**config.mk**
```make
export PLATFORM = sky130hd
export DESIGN_NAME = fgpm_ctrl
export DESIGN_NICKNAME = d
export VERILOG_FILES = /design/src/logic/fgpm_pkg.sv /design/src/logic/fgpm_ctrl.sv /design/src/logic/fgpm_tick.sv /design/src/logic/fgpm_hold.sv
export VERILOG_INCLUDE_DIRS = /design/src /design/src/logic
export SDC_FILE = /design/constraint.sdc
export NUM_CORES = 1
export LEC_CHECK = 0
export BUFFER_PORTS_ARGS = -buffer_cell sky130_fd_sc_hd__buf_2
export CAP_MARGIN = 5
export CORE_MARGIN = 4
export CORE_UTILIZATION = 50
export CTS_BUF_LIST = sky130_fd_sc_hd__clkbuf_4
export DETAILED_ROUTE_END_ITERATION = 7
export PLACE_DENSITY = 0.69
export RECOVER_POWER = 25
export SYNTH_ARGS = -nofsm -noshare
export SYNTH_HDL_FRONTEND = slang
export SYNTH_SLANG_ARGS = --single-unit
```
**constraint.sdc**
```tcl
create_clock -name clk_sys -period 5.86 [get_ports clk_sys]
set_input_delay 1.758 -clock clk_sys [delete_from_list [all_inputs] [get_ports clk_sys]]
set_output_delay 1.758 -clock clk_sys [all_outputs]
set_load 0.05 [all_outputs]
```
**src/logic/fgpm_regs.svh**
```systemverilog
// register offsets, fields and timing counts of the power-mode controller
`ifndef FGPM_REGS_SVH
`define FGPM_REGS_SVH
`define FGPM_CLK_HZ 50000000
`define FGPM_TICK_MS 500
`define FGPM_TICK_CYC ((`FGPM_CLK_HZ / 1000) * `FGPM_TICK_MS)
`define FGPM_SHELF_ENTRY_US 2000
`define FGPM_SHELF_ENTRY_CYC (((`FGPM_CLK_HZ / 1000000) * `FGPM_SHELF_ENTRY_US))
`define FGPM_SHELF_WAKE_US 1000
`define FGPM_SHELF_WAKE_CYC (((`FGPM_CLK_HZ / 1000000) * `FGPM_SHELF_WAKE_US))
`define FGPM_LOAD_CYC 16
`define FGPM_CONV_CYC 64
`define FGPM_SLEEP_DIV 1000
`define FGPM_OFF_MODE 12'h000
`define FGPM_OFF_CONV 12'h004
`define FGPM_OFF_TRIP 12'h008
`define FGPM_OFF_CELL 12'h00C
`define FGPM_OFF_PWAKE 12'h010
`define FGPM_OFF_SHELFT 12'h014
`define FGPM_OFF_ITRIP 12'h018
`define FGPM_OFF_STAT 12'h01C
`define FGPM_OFF_MEAS 12'h020
`define FGPM_MODE_SAMPLE_SLEEP_CMD 0
`define FGPM_MODE_SHELF 1
`define FGPM_MODE_DIV_LO 4
`define FGPM_CONV_SAMP 0
`define FGPM_CONV_DIV_LO 4
`define FGPM_CONV_NUM_LO 8
`define FGPM_TRIP_PENT 0
`define FGPM_TRIP_AENT 1
`define FGPM_TRIP_IENT 2
`define FGPM_TRIP_PEX 3
`define FGPM_TRIP_IEX 4
`define FGPM_TRIP_SHENT 5
`endif

```
**src/logic/fgpm_pkg.sv**
```systemverilog
// types of the power-mode controller
package fgpm_pkg;
   typedef enum logic [2:0] {
      FGPM_RESET = 3'h0,
      FGPM_LOAD = 3'h1,
      FGPM_RUN = 3'h3,
      FGPM_SAMPLE = 3'h2,
      FGPM_SSLEEP = 3'h6,
      FGPM_SHELF = 3'h7
   } fgpm_mode_t;
endpackage

```
**src/logic/fgpm_ctrl.sv**
```systemverilog
// power-mode controller of the battery monitor with APB register access
// Function
// - Hold reset below threshold; load defaults, then Run
// - Run converts continuously; half-second updates
// - Stay in Run absent other modes
// - Sample bit enters Sample; clear returns Run
// - Sample interval is two-power divider halves
// - Updates keep half-second rate in sample modes
// - Sample-Sleep: analog off, one conversion set
// - Three enabled causes or the command enter Sample-Sleep
// - Sleep interval multiplies both divider powers
// - Leave Sample-Sleep on clear or wake
// - Charge-current wake above threshold when enabled
// - Pack-voltage wake above threshold when enabled
// - Shelf: no conversion, accumulation or bus
// - Shelf armed by command or voltage trip
// - Enter shelf after lines held low
// - Leave shelf after lines held high
//
// Implementation choices: the address map and the APB interface to the registers.
`timescale 1ns/1ps
`include "fgpm_regs.svh"
module fgpm_ctrl
   import fgpm_pkg::*;
#(
   parameter int TICK_CYC = `FGPM_TICK_CYC,
   parameter int SHELF_ENTRY_CYC = `FGPM_SHELF_ENTRY_CYC,
   parameter int SHELF_WAKE_CYC = `FGPM_SHELF_WAKE_CYC,
   parameter int SLEEP_DIV = `FGPM_SLEEP_DIV,
   parameter logic [7:0] DEF_MODE = 8'h00,
   parameter logic [15:0] DEF_CONV = 16'h0100,
   parameter logic [7:0] DEF_TRIP = 8'h00,
   parameter logic [15:0] DEF_CELL = 16'h0000,
   parameter logic [15:0] DEF_PWAKE = 16'h0000,
   parameter logic [15:0] DEF_SHELFT = 16'h0000,
   parameter logic [31:0] DEF_ITRIP = 32'h0000_0000
) (
   input wire logic clk_sys,
   input wire logic resetn,
   input wire logic psel,
   input wire logic penable,
   input wire logic pwrite,
   input wire logic [11:0] paddr,
   input wire logic [31:0] pwdata,
   output logic [31:0] prdata,
   output logic pready,
   output logic pslverr,
   input wire logic pack_above_por,
   input wire logic [15:0] pack_voltage_input,
   input wire logic [15:0] aux_voltage_input,
   input wire logic [15:0] current_meas,
   input wire logic nvm_done,
   input wire logic sda_in,
   input wire logic scl_in,
   output logic nvm_load,
   output logic analog_on,
   output logic conv_start,
   output logic accum_tick,
   output logic bus_enable,
   output logic [2:0] mode
);
   initial begin
      if (SLEEP_DIV < 1) $error("fgpm_ctrl: SLEEP_DIV must be at least 1");
   end
   fgpm_mode_t state, next_state;
   logic [7:0] operating_mode_control;
   logic [15:0] converter_configuration;
   logic [7:0] trip_control;
   logic [15:0] cell_low_threshold, pack_wake_threshold, shelf_trip_threshold;
   logic [31:0] current_trip;
   logic sample_sleep_cmd, shelf_cmd, sample_bit;
   logic [2:0] sample_divider, sleep_divider, conv_count;
   logic pack_low_sleep_enable, aux_low_sleep_enable, ilow_sleep_enable;
   logic pack_wake_enable, iwake_enable, shelf_trip_enable;
   assign sample_sleep_cmd = operating_mode_control[`FGPM_MODE_SAMPLE_SLEEP_CMD];
   assign shelf_cmd = operating_mode_control[`FGPM_MODE_SHELF];
   assign sleep_divider = operating_mode_control[`FGPM_MODE_DIV_LO +: 3];
   assign sample_bit = converter_configuration[`FGPM_CONV_SAMP];
   assign sample_divider = converter_configuration[`FGPM_CONV_DIV_LO +: 3];
   assign conv_count = converter_configuration[`FGPM_CONV_NUM_LO +: 3];
   assign pack_low_sleep_enable = trip_control[`FGPM_TRIP_PENT];
   assign aux_low_sleep_enable = trip_control[`FGPM_TRIP_AENT];
   assign ilow_sleep_enable = trip_control[`FGPM_TRIP_IENT];
   assign pack_wake_enable = trip_control[`FGPM_TRIP_PEX];
   assign iwake_enable = trip_control[`FGPM_TRIP_IEX];
   assign shelf_trip_enable = trip_control[`FGPM_TRIP_SHENT];

   // current is signed: negative means charging
   logic [15:0] cur_mag;
   logic charging;
   assign charging = current_meas[15];
   assign cur_mag = charging ? 16'(-current_meas) : current_meas;

   logic enter_ssleep, wake_ss, shelf_armed, shelf_go, shelf_wake;
   assign enter_ssleep = (pack_low_sleep_enable && pack_voltage_input < cell_low_threshold)
      || (aux_low_sleep_enable && aux_voltage_input < cell_low_threshold)
      || sample_sleep_cmd
      || (ilow_sleep_enable && cur_mag < current_trip[15:0]);
   assign wake_ss = (iwake_enable && charging && cur_mag > current_trip[31:16])
      || (pack_wake_enable && pack_voltage_input > pack_wake_threshold);
   assign shelf_armed = shelf_cmd
      || (shelf_trip_enable && pack_voltage_input < shelf_trip_threshold);

   fgpm_hold #(.HOLD_CYC(SHELF_ENTRY_CYC), .LEVEL(1'b0)) u_entry (
      .clk_sys(clk_sys),
      .resetn(resetn),
      .arm(shelf_armed && state != FGPM_SHELF && state != FGPM_RESET && state != FGPM_LOAD),
      .line_a(sda_in),
      .line_b(scl_in),
      .held(shelf_go)
   );
   fgpm_hold #(.HOLD_CYC(SHELF_WAKE_CYC), .LEVEL(1'b1)) u_wake (
      .clk_sys(clk_sys),
      .resetn(resetn),
      .arm(state == FGPM_SHELF),
      .line_a(sda_in),
      .line_b(scl_in),
      .held(shelf_wake)
   );

   // sleep-latch: once woken, sample-sleep re-entry needs the cause to clear first
   logic ss_woken;
   always_ff @(posedge clk_sys or negedge resetn) begin
      if (!resetn) begin
         ss_woken <= 1'b0;
      end else if (!enter_ssleep || state == FGPM_RESET) begin
         ss_woken <= 1'b0;
      end else if (state == FGPM_SSLEEP && wake_ss) begin
         ss_woken <= 1'b1;
      end
   end

   always_comb begin
      next_state = state;
      unique case (state)
         FGPM_RESET: begin
            if (pack_above_por) next_state = FGPM_LOAD;
         end
         FGPM_LOAD: begin
            if (nvm_done) next_state = FGPM_RUN;
         end
         FGPM_SHELF: begin
            if (shelf_wake) next_state = FGPM_RUN;
         end
         default: begin
            if (shelf_go) begin
               next_state = FGPM_SHELF;
            end else if (state == FGPM_SSLEEP) begin
               if (!enter_ssleep || wake_ss) next_state = FGPM_RUN;
            end else if (enter_ssleep && !ss_woken) begin
               next_state = FGPM_SSLEEP;
            end else if (sample_bit) begin
               next_state = FGPM_SAMPLE;
            end else begin
               next_state = FGPM_RUN;
            end
         end
      endcase
      if (!pack_above_por) next_state = FGPM_RESET;
   end
   always_ff @(posedge clk_sys or negedge resetn) begin
      if (!resetn) begin
         state <= FGPM_RESET;
      end else begin
         state <= next_state;
      end
   end

   logic active;
   assign active = state == FGPM_RUN || state == FGPM_SAMPLE || state == FGPM_SSLEEP;
   logic tick;
   fgpm_tick #(.TICK_CYC(TICK_CYC)) u_tick (
      .clk_sys(clk_sys),
      .resetn(resetn),
      .run_en(active),
      .tick(tick)
   );
   assign accum_tick = tick;

   // interval in half-second ticks; sample-sleep multiplies both powers
   // both dividers at seven give two to the fourteenth: fifteen bits, or the period wraps to 0
   logic [14:0] period, tick_cnt;
   always_comb begin
      period = 15'(1) << sample_divider;
      if (state == FGPM_SSLEEP) begin
         period = 15'(1) << (4'(sample_divider) + 4'(sleep_divider));
      end
   end
   logic interval_due;
   assign interval_due = tick && (tick_cnt + 15'h1 >= period);
   always_ff @(posedge clk_sys or negedge resetn) begin
      if (!resetn) begin
         tick_cnt <= 15'h0;
      end else if (!active || interval_due) begin
         tick_cnt <= 15'h0;
      end else if (tick) begin
         tick_cnt <= tick_cnt + 15'h1;
      end
   end

   // conversion sequencer: conversions are a fixed slot each
   logic [2:0] conv_left;
   logic [7:0] slot;
   logic conv_busy;
   always_ff @(posedge clk_sys or negedge resetn) begin
      if (!resetn) begin
         conv_busy <= 1'b0;
         conv_left <= 3'h0;
         slot <= 8'h0;
      end else if (!active) begin
         conv_busy <= 1'b0;
         conv_left <= 3'h0;
         slot <= 8'h0;
      end else if (!conv_busy) begin
         if (state == FGPM_RUN || interval_due) begin
            conv_busy <= 1'b1;
            conv_left <= conv_count;
            slot <= 8'h0;
         end
      end else if (slot == 8'(`FGPM_CONV_CYC - 1)) begin
         slot <= 8'h0;
         if (conv_left == 3'h0) conv_busy <= 1'b0;
         else conv_left <= conv_left - 3'h1;
      end else begin
         slot <= slot + 8'h1;
      end
   end
   // sequencer clears one edge late on leaving the active modes; gate so shelf stays quiet
   assign conv_start = active && conv_busy && slot == 8'h0;
   // sleep portion shuts analog down between sets
   assign analog_on = (state == FGPM_RUN || state == FGPM_SAMPLE)
      || (state == FGPM_SSLEEP && conv_busy);
   assign nvm_load = state == FGPM_LOAD;
   assign bus_enable = active;
   assign mode = state;

   // APB slave, zero wait states; config loaded while in load, lost in reset/shelf
   logic wr, rd;
   assign pready = 1'b1;
   assign wr = psel && penable && pwrite && bus_enable;
   assign rd = psel && penable && !pwrite;
   logic hit;
   always_comb begin
      hit = 1'b1;
      unique case (paddr)
         `FGPM_OFF_MODE, `FGPM_OFF_CONV, `FGPM_OFF_TRIP, `FGPM_OFF_CELL,
         `FGPM_OFF_PWAKE, `FGPM_OFF_SHELFT, `FGPM_OFF_ITRIP, `FGPM_OFF_STAT,
         `FGPM_OFF_MEAS: hit = 1'b1;
         default: hit = 1'b0;
      endcase
   end
   assign pslverr = psel && penable && (!hit || !bus_enable);
   always_ff @(posedge clk_sys or negedge resetn) begin
      if (!resetn) begin
         operating_mode_control <= 8'h00;
         converter_configuration <= 16'h0000;
         trip_control <= 8'h00;
         cell_low_threshold <= 16'h0000;
         pack_wake_threshold <= 16'h0000;
         shelf_trip_threshold <= 16'h0000;
         current_trip <= 32'h0000_0000;
      end else if (state == FGPM_LOAD || state == FGPM_RESET || state == FGPM_SHELF) begin
         operating_mode_control <= DEF_MODE;
         converter_configuration <= DEF_CONV;
         trip_control <= DEF_TRIP;
         cell_low_threshold <= DEF_CELL;
         pack_wake_threshold <= DEF_PWAKE;
         shelf_trip_threshold <= DEF_SHELFT;
         current_trip <= DEF_ITRIP;
      end else if (wr) begin
         unique case (paddr)
            `FGPM_OFF_MODE: operating_mode_control <= pwdata[7:0];
            `FGPM_OFF_CONV: converter_configuration <= pwdata[15:0];
            `FGPM_OFF_TRIP: trip_control <= pwdata[7:0];
            `FGPM_OFF_CELL: cell_low_threshold <= pwdata[15:0];
            `FGPM_OFF_PWAKE: pack_wake_threshold <= pwdata[15:0];
            `FGPM_OFF_SHELFT: shelf_trip_threshold <= pwdata[15:0];
            `FGPM_OFF_ITRIP: current_trip <= pwdata;
            default: begin
            end
         endcase
      end
   end
   always_ff @(posedge clk_sys or negedge resetn) begin
      if (!resetn) begin
         prdata <= 32'h0000_0000;
      end else if (psel && !penable && !pwrite) begin
         unique case (paddr)
            `FGPM_OFF_MODE: prdata <= {24'h0, operating_mode_control};
            `FGPM_OFF_CONV: prdata <= {16'h0, converter_configuration};
            `FGPM_OFF_TRIP: prdata <= {24'h0, trip_control};
            `FGPM_OFF_CELL: prdata <= {16'h0, cell_low_threshold};
            `FGPM_OFF_PWAKE: prdata <= {16'h0, pack_wake_threshold};
            `FGPM_OFF_SHELFT: prdata <= {16'h0, shelf_trip_threshold};
            `FGPM_OFF_ITRIP: prdata <= current_trip;
            `FGPM_OFF_STAT: prdata <= {22'h0, shelf_armed, wake_ss, enter_ssleep,
               conv_busy, analog_on, 2'h0, state};
            `FGPM_OFF_MEAS: prdata <= {pack_voltage_input, current_meas};
            default: prdata <= 32'h0000_0000;
         endcase
      end
   end
   logic unused_rd;
   assign unused_rd = rd;
endmodule

```
**src/logic/fgpm_tick.sv**
```systemverilog
// half-second update tick, counting only while run_en is high and cleared when it is low
`timescale 1ns/1ps
`include "fgpm_regs.svh"
module fgpm_tick #(
   parameter int TICK_CYC = `FGPM_TICK_CYC
) (
   input wire logic clk_sys,
   input wire logic resetn,
   input wire logic run_en,
   output logic tick
);
   initial begin
      if (TICK_CYC < 1) $error("fgpm_tick: TICK_CYC must be at least 1");
   end
   logic [31:0] cnt;
   always_ff @(posedge clk_sys or negedge resetn) begin
      if (!resetn) begin
         cnt <= 32'h0;
      end else if (!run_en || cnt == 32'(TICK_CYC - 1)) begin
         cnt <= 32'h0;
      end else begin
         cnt <= cnt + 32'h1;
      end
   end
   assign tick = run_en && cnt == 32'(TICK_CYC - 1);
endmodule

```
**src/logic/fgpm_hold.sv**
```systemverilog
// detects both bus lines held at one level for a minimum time
`timescale 1ns/1ps
module fgpm_hold #(
   parameter int HOLD_CYC = 100,
   parameter bit LEVEL = 1'b0
) (
   input wire logic clk_sys,
   input wire logic resetn,
   input wire logic arm,
   input wire logic line_a,
   input wire logic line_b,
   output logic held
);
   initial begin
      if (HOLD_CYC < 1) $error("fgpm_hold: HOLD_CYC must be at least 1");
   end
   logic [31:0] cnt;
   logic seen_other;
   logic at_level;
   assign at_level = (line_a == LEVEL) && (line_b == LEVEL);
   // a change of level is needed: lines already at the target level on arming do not count
   always_ff @(posedge clk_sys or negedge resetn) begin
      if (!resetn) begin
         seen_other <= 1'b0;
      end else if (!arm) begin
         seen_other <= 1'b0;
      end else if (!at_level) begin
         seen_other <= 1'b1;
      end
   end
   always_ff @(posedge clk_sys or negedge resetn) begin
      if (!resetn) begin
         cnt <= 32'h0;
      end else if (!arm || !at_level || !seen_other) begin
         cnt <= 32'h0;
      end else if (cnt != 32'(HOLD_CYC)) begin
         cnt <= cnt + 32'h1;
      end
   end
   assign held = arm && cnt == 32'(HOLD_CYC);
endmodule

```
==> flow_metrics.py <==
metrics = {
    "synthesis": {
        "netlist_top_cells_count": "nand2_1 (306), dfrtp_1 (273), nor2_1 (164)",
        "synth_area_leaders": "dfrtp_1 (42%), ha_1 (9.4%), nand2_1 (7.1%)",
        "yosysTopAreaCellShare_pct": 42.26,
        "syn_area_um2": 16170,
        "syn_area_per_cell_um2": 8.892,
        "synth_top_area_cell": "dfrtp_1",
        "syn_nets": 2041,
        "syn_inst": 1818,
        "synthFlopType": "dfrtp_1",
        "yosysUniqueCellTypes": 74,
        "synth-seq-cells": 273,
        "yosys_warnings": 0,
        "async_flop_share_pct": 100.0,
        "yosysSeqAreaShare_pct": 42.26,
        "yosysMostFrequentCell": "nand2_1",
        "synth-edff-count": 0,
    },
    "grt": {
        "grt-ovfl-total": 0,
        "grt_pass1_vias": 14340,
        "grt_pass1_wl_um": 77230,
        "grt_max_degree": 117,
        "global_route.usage.total_pct": 27.23,
        "antenna_found_initial": 6,
    },
    "layout": {
        "fin_cells": 2447,
        "fill_cells": 2865,
        "drive_gt1_share_pct": 15.30,
        "fin_nets": 2212,
        "fin_util_pct": 57.65,
        "area_growth_syn_to_layout_pct": 13.12,
    },
    "sta": {
        "rsz0062_at_grt": "no",
        "finalMaxSlewViolations": 116,
        "min_period_over_period_pct": 82.85,
        "period_needed_ns": 4.855,
        "final_hold_viol_count": 0,
        "relSlewSlack_pct": -103.8,
        "finalClockSkew_ns": 0.07307,
        "fmax_mhz": 206.0,
        "setup_ws_ns": 1.005,
        "worst_slew_pin_slew_ns": 3.057,
        "hold_slack_ns": 0.4724,
        "fin_tns_setup_ns": 0,
        "setup_viol": 0,
    },
    "drt": {
        "vias_per_cell": 5.988,
        "drt_iter0_drc": 1462,
        "wire_per_inst_um": 19.87,
        "wirelength_um": 48630,
        "vias": 14650,
        "ant_nets": 0,
        "dr.pass1.iters": 6,
        "drc": 0,
    },
    "clock_tree": {
        "postCtsHoldBufs": 0,
        "ctsRootBufferMaster": "clkbuf_4",
        "postCtsSetupRepairBufs": 0,
        "tritoncts": "yes",
        "clk_path_buf_depth": 3,
        "htree_levels": 3,
        "numClockSinks": 273,
        "post_cts_resized": 0,
        "insertion_delay_ns": 0.77,
        "cts_made_buffers": 77,
        "path_clk_slew_ns": 0.06,
    },
    "setup_path": {
        "worst-r2r-cell-count": 14,
        "cpMostUsedCell": "buf_2",
        "ff2ff_setup_slack_ns": 1.53,
        "r2r_start": "mode[2]",
        "r2r-end": "conv_left[2]",
        "slowest_delay_ns": 0.47,
        "crit_path_max_fanout": 9,
        "crit_chain": "buf_2 > nor2_1 > nand3_1 > buf_4 > nor4_1 > a21oi_1 > buf_2",
        "required_ns": 4.10,
        "crit_slowest_cell": "nor4_1",
        "crit_type": "input port to output port",
        "cp-end-kind": "output port",
        "startpoint_type": "input port",
        "worstPathArrival_ns": 3.10,
    },
    "die": {
        "core-area_um2": 31720,
        "die_w_um": 187.8,
        "io_pins": 143,
        "fp-row-count": 65,
        "fp.dieH_um": 187.8,
        "die-area_um2": 35270,
        "start_util_pct": 50.97,
    },
    "min_path": {
        "hold_path_class": "flip-flop to flip-flop",
        "hp-start": "prdata[0]",
        "holdPathStages": 1,
        "worstHoldEndpoint": "prdata[0]",
    },
    "placed_design": {
        "dp_slack_ns": 0.3380,
        "place_hpwl_um": 34850,
        "port_buffers": 141,
        "routabilityCongestion": 0.9290,
        "dp_cells": 2312,
    },
    "power_and_ir_drop": {
        "ir_drop_uv": 202.8,
        "p_per_area_nw_per_um2": 221.5,
        "power_leakage_nw": 7.730,
    },
    "status": {
        "failed_checks": "capacitance limit, slew limit",
        "outcome": "complete, but fails checks",
    },
    "job": {
        "drv_cap": 1,
    },
}
==> critical path: cells and delay by family <==
kind | cells | cell delay, ns
and+or+nand+nor | 3 | 0.68
AOI/OAI and AO/OA | 1 | 0.13
buffers and inverters | 3 | 0.52
==> state kept, by name, indices dropped and copies added, names as in the netlist <==
name	count
u_wake.seen_other	1
conv_busy	1
u_entry.seen_other	1
tick_cnt	15
prdata	32
pack_wake_threshold	16
operating_mode_control	8
converter_configuration	16
conv_left	3
shelf_trip_threshold	16
trip_control	8
current_trip	32
slot	8
u_entry.cnt	32
cell_low_threshold	16
ss_woken	1
u_wake.cnt	32
mode	3
u_tick.cnt	32
==> power breakdown <==
part           internal [W]  total, W  switching (W)
clock network      0.000919   0.00174       0.000824
registers           0.00190   0.00192      0.0000161
logic              0.000116  0.000390       0.000274
total               0.00294   0.00405        0.00111
==> per-layer routing <==
| layer | routed length (um) | track usage (%) | share of wire [%] |
|---|---|---|---|
| met5 | 12 | 0 | 0.025 |
| met4 | 1588 | 9.599 | 3.3 |
| met3 | 4583 | 6.515 | 9.4 |
| met2 | 21440 | 41.41 | 44 |
| met1 | 21000 | 38.31 | 43 |
==> cells in the final DEF, fill, tap and decap left out, drive strengths merged, types with 7 or more instances in the layout <==
| cell | netlist | layout |
|---|---|---|
| a22oi | 23 | 23 |
| nand2 | 306 | 306 |
| dfrtp | 273 | 273 |
| xnor2 | 50 | 50 |
| a31oi | 18 | 18 |
| nand4 | 28 | 28 |
| nand2b | 8 | 8 |
| inv | 107 | 111 |
| nor2 | 165 | 165 |
| or3 | 8 | 8 |
| buf | 11 | 166 |
| o31ai | 36 | 36 |
| xor2 | 66 | 66 |
| a21o | 20 | 20 |
| a222oi | 24 | 24 |
| clkinv | 0 | 11 |
| a21oi | 118 | 118 |
| nor3 | 29 | 29 |
| or2 | 7 | 7 |
| and2 | 8 | 8 |
| ha | 121 | 121 |
| and4 | 10 | 10 |
| clkbuf | 64 | 114 |
| o21ai | 59 | 59 |
| a221oi | 9 | 9 |
| and3 | 22 | 22 |
| mux2i | 13 | 13 |
| nor4 | 26 | 26 |
| a32o | 7 | 7 |
| nor3b | 8 | 8 |
| nor2b | 9 | 9 |
| nand3 | 85 | 85 |
==> kinds of logic after synthesis <==
kind of cell	synth area share [%]
adders and majority gates	9.489
AOI/OAI and AO/OA	15.20
and+or+nand+nor	21.40
buffers and inverters	4.396
other	0.02320
muxes	0.9442
xor gates and xnor gates	6.285
DFF	42.26
==> metrics by stage <==
stage | total power (W) | area, um^2
after floorplan | 0.002156 | 16170
after global placement | 0.002328 | 17340
after detailed placement | 0.002339 | 17340
after CTS | 0.004092 | 18280
after global routing | 0.004236 | 18290
final | 0.004050 | 18290
==> worst max path at each step <==
stage	start	to	slack, ns
after CTS	mode[0]	conv_start	1.01
after global placement	current_meas[7]	mode[1]	0.55
after floorplan	paddr[2]	pslverr	0.94
after global routing	current_meas[7]	mode[1]	0.89
final	paddr[11]	pslverr	1.01
after detailed placement	current_meas[7]	mode[1]	0.34
==> final cells by class <==
class | count | area [um^2] | share of cell area [%]
sequential | 273 | 6832 | 37.36
clock inverter | 16 | 88.84 | 0.4858
antenna | 6 | 15.01 | 0.08211
multi-input combinational | 1363 | 8672 | 47.42
tap | 402 | 503.0 | 2.751
inverter | 107 | 401.6 | 2.196
clock buffer | 113 | 848.3 | 4.639
timing repair buffer | 167 | 925.9 | 5.063
(Power assumes the default switching activity.)
